--- src/design/ffc_defs.svh ---
// Register offsets, field positions, reset values and cache geometry of the fetch cache.
`ifndef FFC_DEFS_SVH
`define FFC_DEFS_SVH

// Register byte offsets on the plain register port.
`define FFC_OFS_FETCH_CTRL 8'h04
`define FFC_OFS_STATUS 8'h1C
`define FFC_OFS_FLAGS 8'h30
`define FFC_OFS_FLAG_CLR 8'h38
`define FFC_OFS_HITS 8'h48
`define FFC_OFS_MISSES 8'h4C
`define FFC_OFS_COMMAND 8'h74

// Field positions of fetch_control_reg.
`define FFC_CTRL_MODE_LSB 0
`define FFC_CTRL_MODE_MSB 2
`define FFC_CTRL_CACHE_DIS 3
`define FFC_CTRL_AUTO_INV_DIS 4
`define FFC_CTRL_IRQ_CACHE_DIS 5
`define FFC_CTRL_W 6
`define FFC_CTRL_RESET 6'h01

// Field positions of command_reg (write one to act).
`define FFC_CMD_INVALIDATE 0
`define FFC_CMD_CNT_START 1
`define FFC_CMD_CNT_STOP 2
`define FFC_CMD_BANK_SWAP 3

// Field positions of status_reg.
`define FFC_STAT_BANK_SWAPPED 0
`define FFC_STAT_SWAP_ENABLED 1
`define FFC_STAT_CNT_RUNNING 2
`define FFC_STAT_FETCH_BUSY 3

// Field positions of the flag register and its clear register.
`define FFC_FLAG_HIT_OVF 0
`define FFC_FLAG_MISS_OVF 1
`define FFC_FLAG_LV_WRITE 2
`define FFC_FLAG_W 3

// Performance counter width and reset value.
`define FFC_CNT_W 16
`define FFC_CNT_RESET 16'h0000

// Cache geometry: 32 lines of 4 words, direct mapped over a 1 MB flash window.
`define FFC_WORDS 128
`define FFC_LINES 32
`define FFC_IDX_W 7
`define FFC_LINE_W 5
`define FFC_TAG_W 11
`define FFC_FLASH_HI 12'h000
`define FFC_BANK_BIT 19

`endif

--- src/design/ffc_pkg.sv ---
// Types shared by the fetch cache modules.
package ffc_pkg;

   typedef enum logic [2:0] {
      MODE_ZERO_WAIT = 3'h0,
      MODE_ONE_WAIT = 3'h1,
      MODE_ZERO_SUPPRESS = 3'h2,
      MODE_ONE_SUPPRESS = 3'h3,
      MODE_TWO_SUPPRESS = 3'h4
   } ffc_mode_type;

   typedef enum logic [1:0] {
      ST_IDLE = 2'b01,
      ST_WAIT = 2'b10
   } ffc_state_type;

endpackage

--- src/design/ffc_mem.sv ---
// Cache data store with registered read data and a load path for words from flash.
`timescale 1ns/1ps
`include "ffc_defs.svh"

module ffc_mem (
   // Clock and reset
   input wire logic clk,
   input wire logic srst,
   // Lookup read
   input wire logic rd_en,
   input wire logic [`FFC_IDX_W-1:0] rd_addr,
   // Fill write
   input wire logic wr_en,
   input wire logic [`FFC_IDX_W-1:0] wr_addr,
   // Word returned from flash, shown on the read register
   input wire logic ld_en,
   input wire logic [31:0] ld_data,
   // Read data
   output logic [31:0] rd_data
);

   logic [31:0] store [0:`FFC_WORDS-1];

   always_ff @(posedge clk) begin
      if (wr_en) begin
         store[wr_addr] <= ld_data;
      end
   end

   // A word from flash goes straight to the read register so that hit and miss answers share one
   // flip-flop on the way to the processor.
   always_ff @(posedge clk) begin
      if (srst) begin
         rd_data <= 32'h00000000;
      end else if (ld_en) begin
         rd_data <= ld_data;
      end else if (rd_en) begin
         rd_data <= store[rd_addr];
      end
   end

endmodule

--- src/design/ffc_top.sv ---
// Flash instruction fetch path: fetch cache, performance counters, write guard and bank swap.
`timescale 1ns/1ps
`include "ffc_defs.svh"

module ffc_top (
   // Clock and reset
   input wire logic MCLK,
   input wire logic SRST,
   // Register port
   input wire logic [7:0] REG_ADDR,
   input wire logic [31:0] REG_WDATA,
   input wire logic REG_WR,
   input wire logic REG_RD,
   output logic [31:0] REG_RDATA,
   // Processor instruction fetch
   input wire logic FETCH_REQ,
   input wire logic [31:0] FETCH_ADDR,
   input wire logic FETCH_IRQ_CTX,
   input wire logic FETCH_SPEC,
   output logic FETCH_READY,
   output logic FETCH_VALID,
   output logic FETCH_CANCEL,
   output logic FETCH_ERR,
   output logic [31:0] FETCH_DATA,
   // Memory system read
   output logic MEM_REQ,
   output logic [31:0] MEM_ADDR,
   output logic [1:0] MEM_WAIT,
   input wire logic MEM_ACK,
   input wire logic MEM_ERR,
   input wire logic [31:0] MEM_RDATA,
   // Flash write and erase guard
   input wire logic FLASH_CMD_REQ,
   output logic FLASH_CMD_GO,
   input wire logic LOW_VOLTAGE,
   // Energy mode entry and configuration lock word
   input wire logic SLEEP_ENTER,
   input wire logic LOCK_SWAP_DISABLE
);

   // True for the on-chip flash window.
   function automatic logic in_flash(input logic [31:0] addr);
      in_flash = (addr[31:20] == `FFC_FLASH_HI);
   endfunction

   // True when the read mode cancels speculative branch target fetches.
   function automatic logic suppress_mode(input logic [2:0] mode);
      unique case (ffc_pkg::ffc_mode_type'(mode))
         ffc_pkg::MODE_ZERO_SUPPRESS,
         ffc_pkg::MODE_ONE_SUPPRESS,
         ffc_pkg::MODE_TWO_SUPPRESS: suppress_mode = 1'b1;
         ffc_pkg::MODE_ZERO_WAIT,
         ffc_pkg::MODE_ONE_WAIT: suppress_mode = 1'b0;
         default: suppress_mode = 1'b0;
      endcase
   endfunction

   // Flash wait states for a read mode; unknown codes fall back to the slowest timing.
   function automatic logic [1:0] wait_states(input logic [2:0] mode);
      unique case (ffc_pkg::ffc_mode_type'(mode))
         ffc_pkg::MODE_ZERO_WAIT,
         ffc_pkg::MODE_ZERO_SUPPRESS: wait_states = 2'h0;
         ffc_pkg::MODE_ONE_WAIT,
         ffc_pkg::MODE_ONE_SUPPRESS: wait_states = 2'h1;
         ffc_pkg::MODE_TWO_SUPPRESS: wait_states = 2'h2;
         default: wait_states = 2'h2;
      endcase
   endfunction

   // Configuration and state.
   logic [`FFC_CTRL_W-1:0] ctrl;
   logic [`FFC_CNT_W-1:0] hit_cnt;
   logic [`FFC_CNT_W-1:0] miss_cnt;
   logic cnt_run;
   logic [`FFC_FLAG_W-1:0] flags;
   logic bank_swapped;
   logic swap_enabled;
   logic lv_meta;
   logic lv_sync;
   ffc_pkg::ffc_state_type state;
   ffc_pkg::ffc_state_type next_state;

   // Cache bookkeeping.
   logic [`FFC_WORDS-1:0] word_valid;
   logic [`FFC_TAG_W-1:0] line_tag [0:`FFC_LINES-1];
   logic [`FFC_IDX_W-1:0] pend_idx;
   logic [`FFC_TAG_W-1:0] pend_tag;
   logic pend_alloc;

   // Decoded strobes and fetch decisions.
   logic ctrl_wr;
   logic cmd_wr;
   logic clr_wr;
   logic cache_dis;
   logic auto_inv_dis;
   logic irq_cache_dis;
   logic accept;
   logic cancel;
   logic cacheable;
   logic no_alloc;
   logic hit;
   logic take_hit;
   logic to_mem;
   logic mem_done;
   logic count_hit;
   logic count_miss;
   logic cmd_start;
   logic cmd_stop;
   logic invalidate;
   logic do_swap;
   logic [`FFC_IDX_W-1:0] fetch_idx;
   logic [`FFC_LINE_W-1:0] fetch_line;
   logic [`FFC_LINE_W-1:0] pend_line;
   logic [`FFC_TAG_W-1:0] fetch_tag;
   logic [`FFC_FLAG_W-1:0] flag_set;
   logic [31:0] next_rdata;

   assign ctrl_wr = REG_WR && (REG_ADDR == `FFC_OFS_FETCH_CTRL);
   assign cmd_wr = REG_WR && (REG_ADDR == `FFC_OFS_COMMAND);
   assign clr_wr = REG_WR && (REG_ADDR == `FFC_OFS_FLAG_CLR);
   assign cache_dis = ctrl[`FFC_CTRL_CACHE_DIS];
   assign auto_inv_dis = ctrl[`FFC_CTRL_AUTO_INV_DIS];
   assign irq_cache_dis = ctrl[`FFC_CTRL_IRQ_CACHE_DIS];
   assign cmd_start = cmd_wr && REG_WDATA[`FFC_CMD_CNT_START];
   assign cmd_stop = cmd_wr && REG_WDATA[`FFC_CMD_CNT_STOP];
   assign do_swap = cmd_wr && REG_WDATA[`FFC_CMD_BANK_SWAP] && swap_enabled;

   assign fetch_idx = FETCH_ADDR[`FFC_IDX_W+1:2];
   assign fetch_line = FETCH_ADDR[`FFC_IDX_W+1:4];
   assign fetch_tag = FETCH_ADDR[`FFC_IDX_W+`FFC_TAG_W+1:`FFC_IDX_W+2];
   assign pend_line = pend_idx[`FFC_IDX_W-1:2];

   assign accept = FETCH_REQ && (state == ffc_pkg::ST_IDLE);
   // In the three suppress read modes a speculative branch target fetch is answered with a cancel and never reaches flash.
   assign cancel = FETCH_SPEC && suppress_mode(ctrl[`FFC_CTRL_MODE_MSB:`FFC_CTRL_MODE_LSB]);
   assign cacheable = in_flash(FETCH_ADDR) && !cache_dis;
   // With the interrupt option set, interrupt fetches still look up but leave no trace.
   assign no_alloc = FETCH_IRQ_CTX && irq_cache_dis;
   assign hit = word_valid[fetch_idx] && (line_tag[fetch_line] == fetch_tag);
   assign take_hit = accept && !cancel && cacheable && hit;
   assign to_mem = accept && !cancel && !(cacheable && hit);
   assign mem_done = (state == ffc_pkg::ST_WAIT) && MEM_REQ && MEM_ACK;
   assign count_hit = take_hit && !no_alloc && cnt_run;
   assign count_miss = to_mem && cacheable && !no_alloc && cnt_run;

   // Every source of invalidation; a bus fault is deliberately not one of them.
   assign invalidate = (cmd_wr && REG_WDATA[`FFC_CMD_INVALIDATE])
      || SLEEP_ENTER
      || (FLASH_CMD_REQ && !lv_sync && !auto_inv_dis)
      || do_swap;

   assign flag_set[`FFC_FLAG_HIT_OVF] = count_hit && (hit_cnt == {`FFC_CNT_W{1'b1}});
   assign flag_set[`FFC_FLAG_MISS_OVF] = count_miss && (miss_cnt == {`FFC_CNT_W{1'b1}});
   assign flag_set[`FFC_FLAG_LV_WRITE] = FLASH_CMD_REQ && lv_sync;

   ffc_mem u_mem (
      .clk(MCLK),
      .srst(SRST),
      .rd_en(take_hit),
      .rd_addr(fetch_idx),
      .wr_en(mem_done && pend_alloc && !invalidate),
      .wr_addr(pend_idx),
      .ld_en(mem_done),
      .ld_data(MEM_RDATA),
      .rd_data(FETCH_DATA)
   );

   // Low-voltage state comes from the supply monitor and is synchronised first.
   always_ff @(posedge MCLK) begin
      if (SRST) begin
         lv_meta <= 1'b0;
         lv_sync <= 1'b0;
      end else begin
         lv_meta <= LOW_VOLTAGE;
         lv_sync <= lv_meta;
      end
   end

   always_ff @(posedge MCLK) begin
      if (SRST) begin
         ctrl <= `FFC_CTRL_RESET;
      end else if (ctrl_wr) begin
         ctrl <= REG_WDATA[`FFC_CTRL_W-1:0];
      end
   end

   // The lock word bit is held through reset, so its last value before release decides.
   always_ff @(posedge MCLK) begin
      if (SRST) begin
         swap_enabled <= !LOCK_SWAP_DISABLE;
         bank_swapped <= 1'b0;
      end else if (do_swap) begin
         bank_swapped <= !bank_swapped;
      end
   end

   always_ff @(posedge MCLK) begin
      if (SRST) begin
         FLASH_CMD_GO <= 1'b0;
      end else begin
         FLASH_CMD_GO <= FLASH_CMD_REQ && !lv_sync;
      end
   end

   always_ff @(posedge MCLK) begin
      if (SRST) begin
         cnt_run <= 1'b0;
         hit_cnt <= `FFC_CNT_RESET;
         miss_cnt <= `FFC_CNT_RESET;
      end else if (cmd_start) begin
         cnt_run <= 1'b1;
         hit_cnt <= `FFC_CNT_RESET;
         miss_cnt <= `FFC_CNT_RESET;
      end else if (cmd_stop) begin
         cnt_run <= 1'b0;
      end else begin
         if (count_hit) begin
            hit_cnt <= hit_cnt + 1'b1;
         end
         if (count_miss) begin
            miss_cnt <= miss_cnt + 1'b1;
         end
      end
   end

   // A new event wins over a clear arriving in the same cycle.
   always_ff @(posedge MCLK) begin
      if (SRST) begin
         flags <= {`FFC_FLAG_W{1'b0}};
      end else begin
         flags <= (flags & ~(clr_wr ? REG_WDATA[`FFC_FLAG_W-1:0] : {`FFC_FLAG_W{1'b0}}))
            | flag_set;
      end
   end

   always_comb begin
      next_state = state;
      unique case (state)
         ffc_pkg::ST_IDLE: begin
            if (to_mem) begin
               next_state = ffc_pkg::ST_WAIT;
            end
         end
         ffc_pkg::ST_WAIT: begin
            if (mem_done) begin
               next_state = ffc_pkg::ST_IDLE;
            end
         end
         default: next_state = ffc_pkg::ST_IDLE;
      endcase
   end

   always_ff @(posedge MCLK) begin
      if (SRST) begin
         state <= ffc_pkg::ST_IDLE;
         FETCH_READY <= 1'b0;
      end else begin
         state <= next_state;
         FETCH_READY <= (next_state == ffc_pkg::ST_IDLE);
      end
   end

   // An invalidate while a miss is outstanding drops the allocation, since the word may be stale.
   always_ff @(posedge MCLK) begin
      if (SRST) begin
         pend_idx <= {`FFC_IDX_W{1'b0}};
         pend_tag <= {`FFC_TAG_W{1'b0}};
         pend_alloc <= 1'b0;
      end else if (to_mem) begin
         pend_idx <= fetch_idx;
         pend_tag <= fetch_tag;
         pend_alloc <= cacheable && !no_alloc && !invalidate;
      end else if (invalidate) begin
         pend_alloc <= 1'b0;
      end
   end

   // Words fill one at a time; a new tag on a line drops the other words of that line.
   always_ff @(posedge MCLK) begin
      if (SRST) begin
         word_valid <= {`FFC_WORDS{1'b0}};
      end else if (invalidate) begin
         word_valid <= {`FFC_WORDS{1'b0}};
      end else if (mem_done && pend_alloc) begin
         if (line_tag[pend_line] != pend_tag) begin
            for (int w = 0; w < 4; w++) begin
               word_valid[{pend_line, w[1:0]}] <= 1'b0;
            end
         end
         word_valid[pend_idx] <= 1'b1;
      end
   end

   always_ff @(posedge MCLK) begin
      if (mem_done && pend_alloc && !invalidate) begin
         line_tag[pend_line] <= pend_tag;
      end
   end

   // The flash address has the two instances exchanged while the bank swap is active.
   always_ff @(posedge MCLK) begin
      if (SRST) begin
         MEM_REQ <= 1'b0;
         MEM_ADDR <= 32'h00000000;
         MEM_WAIT <= 2'h1;
      end else begin
         MEM_WAIT <= wait_states(ctrl[`FFC_CTRL_MODE_MSB:`FFC_CTRL_MODE_LSB]);
         if (to_mem) begin
            MEM_REQ <= 1'b1;
            MEM_ADDR <= FETCH_ADDR;
            if (in_flash(FETCH_ADDR)) begin
               MEM_ADDR[`FFC_BANK_BIT] <= FETCH_ADDR[`FFC_BANK_BIT] ^ bank_swapped;
            end
         end else if (mem_done) begin
            MEM_REQ <= 1'b0;
         end
      end
   end

   always_ff @(posedge MCLK) begin
      if (SRST) begin
         FETCH_VALID <= 1'b0;
         FETCH_CANCEL <= 1'b0;
         FETCH_ERR <= 1'b0;
      end else begin
         FETCH_VALID <= take_hit || (accept && cancel) || mem_done;
         FETCH_CANCEL <= accept && cancel;
         FETCH_ERR <= mem_done && MEM_ERR;
      end
   end

   always_comb begin
      next_rdata = 32'h00000000;
      unique case (REG_ADDR)
         `FFC_OFS_FETCH_CTRL: next_rdata[`FFC_CTRL_W-1:0] = ctrl;
         `FFC_OFS_STATUS: begin
            next_rdata[`FFC_STAT_BANK_SWAPPED] = bank_swapped;
            next_rdata[`FFC_STAT_SWAP_ENABLED] = swap_enabled;
            next_rdata[`FFC_STAT_CNT_RUNNING] = cnt_run;
            next_rdata[`FFC_STAT_FETCH_BUSY] = (state == ffc_pkg::ST_WAIT);
         end
         `FFC_OFS_FLAGS: next_rdata[`FFC_FLAG_W-1:0] = flags;
         `FFC_OFS_HITS: next_rdata[`FFC_CNT_W-1:0] = hit_cnt;
         `FFC_OFS_MISSES: next_rdata[`FFC_CNT_W-1:0] = miss_cnt;
         default: next_rdata = 32'h00000000;
      endcase
   end

   always_ff @(posedge MCLK) begin
      if (SRST) begin
         REG_RDATA <= 32'h00000000;
      end else begin
         REG_RDATA <= REG_RD ? next_rdata : 32'h00000000;
      end
   end

endmodule

--- config.mk ---
export PLATFORM = sky130hd
export DESIGN_NAME = ffc_top
export DESIGN_NICKNAME = d
export VERILOG_FILES = /design/src/design/ffc_pkg.sv /design/src/design/ffc_mem.sv /design/src/design/ffc_top.sv
export VERILOG_INCLUDE_DIRS = /design/src /design/src/design
export SDC_FILE = /design/constraint.sdc
export NUM_CORES = 2
export LEC_CHECK = 0
export ABC_CLOCK_PERIOD_IN_PS = 16600
export CORE_UTILIZATION = 55
export DETAILED_ROUTE_END_ITERATION = 8
export DONT_BUFFER_PORTS = 1
export GPL_ROUTABILITY_DRIVEN = 0
export GPL_TIMING_DRIVEN = 0
export PLACE_DENSITY = 0.7
export SKIP_LAST_GASP = 1
export SYNTH_ARGS = -nofsm -noshare
export SYNTH_HDL_FRONTEND = slang
export SYNTH_MEMORY_MAX_BITS = 65536
export SYNTH_SLANG_ARGS = --single-unit
--- constraint.sdc ---
create_clock -name MCLK -period 16.6 [get_ports MCLK]
set_clock_uncertainty 0.15 [all_clocks]
set_input_delay 3.32 -clock MCLK [delete_from_list [all_inputs] [get_ports MCLK]]
set_output_delay 3.32 -clock MCLK [all_outputs]
set_load 0.01 [all_outputs]
==> out/metrics.csv <==
metric,value,unit
syn_area,0.185,sq mm
rsz0062_at_grt,no,
cp.required,17310,ps
die_h,582,um
clkLatencyLatePin,1000,ps
pin_count,221,
grt.busiest_layer,met2,
timing.final.crit_share,55.9,%
core-area,0.334,sq mm
hold_depth,1,
use_met2,47.1,%
crit_fanout,10,
dpl.cell_count,12900,
yosysWarningCount,0,
antenna_found_initial,33,
viasPerCell,7.10,
postCtsResizedCells,0,
ant_nets,0,
numClockSinks,4719,
final_nets,9084,
drt_iter0_markers,15200,
seqCellArea,0.139,sq mm
peakVddDrop,0.0910,mV
postCtsSetupBuffers,0,
h-tree-depth,5,
slowest_delay,1230,ps
endpoint_kind,flip-flop,
tightest_slew,1590,ps
crit_chain,buf_4 > buf_4 > buf_2 > buf_2 > buf_2 > clkbuf_1 > clkbuf_1 > mux4_2 > mux2i_1 > a221oi_1 > mux2i_1 > a21oi_1,
rows,212,
hp-start,lv_meta,
met1_usage,43.9,%
worstSetupStartpointType,input port,
clock.fmax,108,MHz
routed_wl,542,mm
outcome,finished with violations,
regToRegEndpoint,word_valid[34],
die-area,0.338,sq mm
p_per_area,118,mW/mm^2
multi_input_area,0.0443,sq mm
gr-usage-all-layers,31.8,%
arrival,9990,ps
hold_end,lv_sync,
max_slew_margin,-8.75,%
timing.hold.ws,299,ps
path_clk_slew,60,ps
cts_root_buf,clkbuf_16,
crit_type,in -> reg,
grt_pass1_wl,742,mm
remaining_drc_errors,0,
num-fill-cells,21700,
drive_above_1_share,29.0,%
drv_slew,47,
p_leak,65.0,nW
max-cap-violations,7,
num_vias,97700,
violations,"capacitance limit, slew limit",
synth_cell_types,64,
cp_common_cell,buf_2,
synth_edf_count,4449,
synth_ff_type,edfxtp_1,
r2r_cells,13,
cts_hold_buf,0,
first_pass_iters,7,
initial_core_util,55.3,%
wl_per_cell,39.4,um
r2r_slack,10290,ps
slowest_stage,clkbuf_1,
grt_pass1_vias,94000,
hp-class,reg -> reg,
async_flop_share,0,%
synth_area_leader_cell,edfxtp_1,
gr-usage-met3,9.53,%
syn_avg_cell_area,22.3,sq um
layout.cells.non_filler,13800,
synth-seq-cells,4719,
synthCells,8304,
hold_viol,0,
fin_crit,9280,ps
yosys-top-cells-area,"edfxtp_1 72%, mux4_2 18%, dfxtp_1 2.9%, mux2i_1 1.8%, a311oi_1 0.60%",
cts_buffers,454,
synth.top_cell.area_share,72.3,%
io_buffers,0,
yosysSeqAreaShare,75.2,%
die_w,582,um
cts_buffer_depth,4,
crit_family,buffers and inverters,
dp_hpwl,349,mm
crit_buf_inv,7,
finalSetupTns,0,ps
grt_max_degree,130,
setup_viol,0,
gr-total-overflow,0,
synthToLayoutAreaGrowth,13.4,%
tritoncts,done,
[sequential cells by signal, summed over array words and instances, names as in the netlist, 2 cells and up, named ones only]
name	count
line_tag	352
u_mem.rd_data	32
word_valid	128
MEM_WAIT	2
hit_cnt	16
pend_idx	6
flags	3
MEM_ADDR	16
ctrl	6
REG_RDATA	16
u_mem.store	4096
miss_cnt	16
state	2
pend_tag	11
[worst max path at each step]
stage	to	cells after the start	start	slack [ps]
after floorplan	u_mem.store[105][0]	8	REG_WR	8950
after global placement	u_mem.store[113][14]	6	REG_WR	4200
after detailed placement	u_mem.rd_data[22]	12	FETCH_ADDR[4]	6870
after CTS	u_mem.rd_data[22]	12	FETCH_ADDR[4]	7880
after global routing	u_mem.rd_data[22]	12	FETCH_ADDR[4]	7590
final	u_mem.rd_data[22]	12	FETCH_ADDR[4]	7320
[per-stage QoR]
stage / power [mW] / setup WS [ps] / util (%) / instance area, sq um
3_5_place_dp: 14.8 / 6870 / 58.4 / 195000
3_3_place_gp: 14.8 / 4200 / 57.0 / 190000
2_1_floorplan: 14.2 / 8950 / - / 185000
4_1_cts: 24.8 / 7880 / 62.8 / 210000
6_report: 24.8 / 7320 / 62.8 / 210000
5_1_grt: 25.2 / 7590 / 62.8 / 210000
[synth_stat cells, types with 5 or more instances]
cell / number
edfxtp_1: 4449
mux4_2: 1453
mux2i_1: 324
nor2_1: 278
clkbuf_1: 274
dfxtp_1: 270
buf_2: 164
a21oi_1: 162
a311oi_1: 127
nand2_1: 110
a22oi_1: 82
buf_4: 56
o21ai_0: 50
nand3_1: 49
buf_1: 48
nor3_1: 39
a31oi_1: 36
and3_1: 28
nor2b_1: 26
a221oi_1: 24
a22o_1: 24
and2_1: 22
nand4_1: 22
xnor2_1: 21
nand2b_1: 19
inv_1: 16
nor4_1: 15
o211ai_1: 11
xor2_1: 11
mux2_2: 9
o311ai_1: 9
a211oi_1: 7
buf_6: 6
a21o_1: 5
a222oi_1: 5
[area by class of cell]
class	instances	area share (%)
inverters	17	0.0304
repair buffers	188	1.74
diodes	29	0.0346
multi-input cells	3035	21.1
flip-flops and latches	4719	66.3
well taps	4387	2.62
plain buffers	548	1.22
clock inverters	266	1.15
clock buffers	575	5.77
[layout by cell type, fill, tap and decap left out, types with 24 or more instances in the layout]
cell type  instances
nor2_4           123
buf_4             57
buf_8             27
a221oi_1          24
a311oi_1         127
buf_12           106
nor2_1           123
nor2b_1           26
a31oi_1           36
mux4_2          1453
dfxtp_1          270
buf_1             42
clkinv_1         108
a22oi_1           82
o21ai_0           50
clkinv_2          81
nor3_1            34
edfxtp_1        4449
mux2i_1          324
clkbuf_1         353
buf_6             28
a21oi_1          162
a22o_1            24
and3_1            28
diode_2           29
clkbuf_16        460
nand2_1          110
bufinv_16         35
nor2_2            33
nand3_1           49
buf_16            31
buf_2            171
[metal layers]
metal | up-vias | wire length [um]
met2 | 7934 | 243000
met3 | 1360 | 75300
met4 | 12 | 31000
met1 | 51500 | 192000
li1 | 36900 | -
met5 | - | 81
[report_power, final]
part / total, mW / switching [mW] / leakage (nW) / internal (mW)
registers: 13.1 / 0.0755 / 42.3 / 13.1
clock network: 10.2 / 4.51 / 7.08 / 5.69
logic: 1.47 / 0.915 / 15.6 / 0.558
total: 24.8 / 5.50 / 65.0 / 19.3
[cell families after synthesis]
group | Yosys count | synth area share (%)
buf+inv | 565 | 1.40
compound gates | 568 | 2.14
mux | 1786 | 19.5
other cells | 1 | 0.00203
xor+xnor | 32 | 0.152
flops | 4719 | 75.2
fa+ha+maj | 4 | 0.0271
simple gates | 629 | 1.56
(Power assumes the default switching activity.)
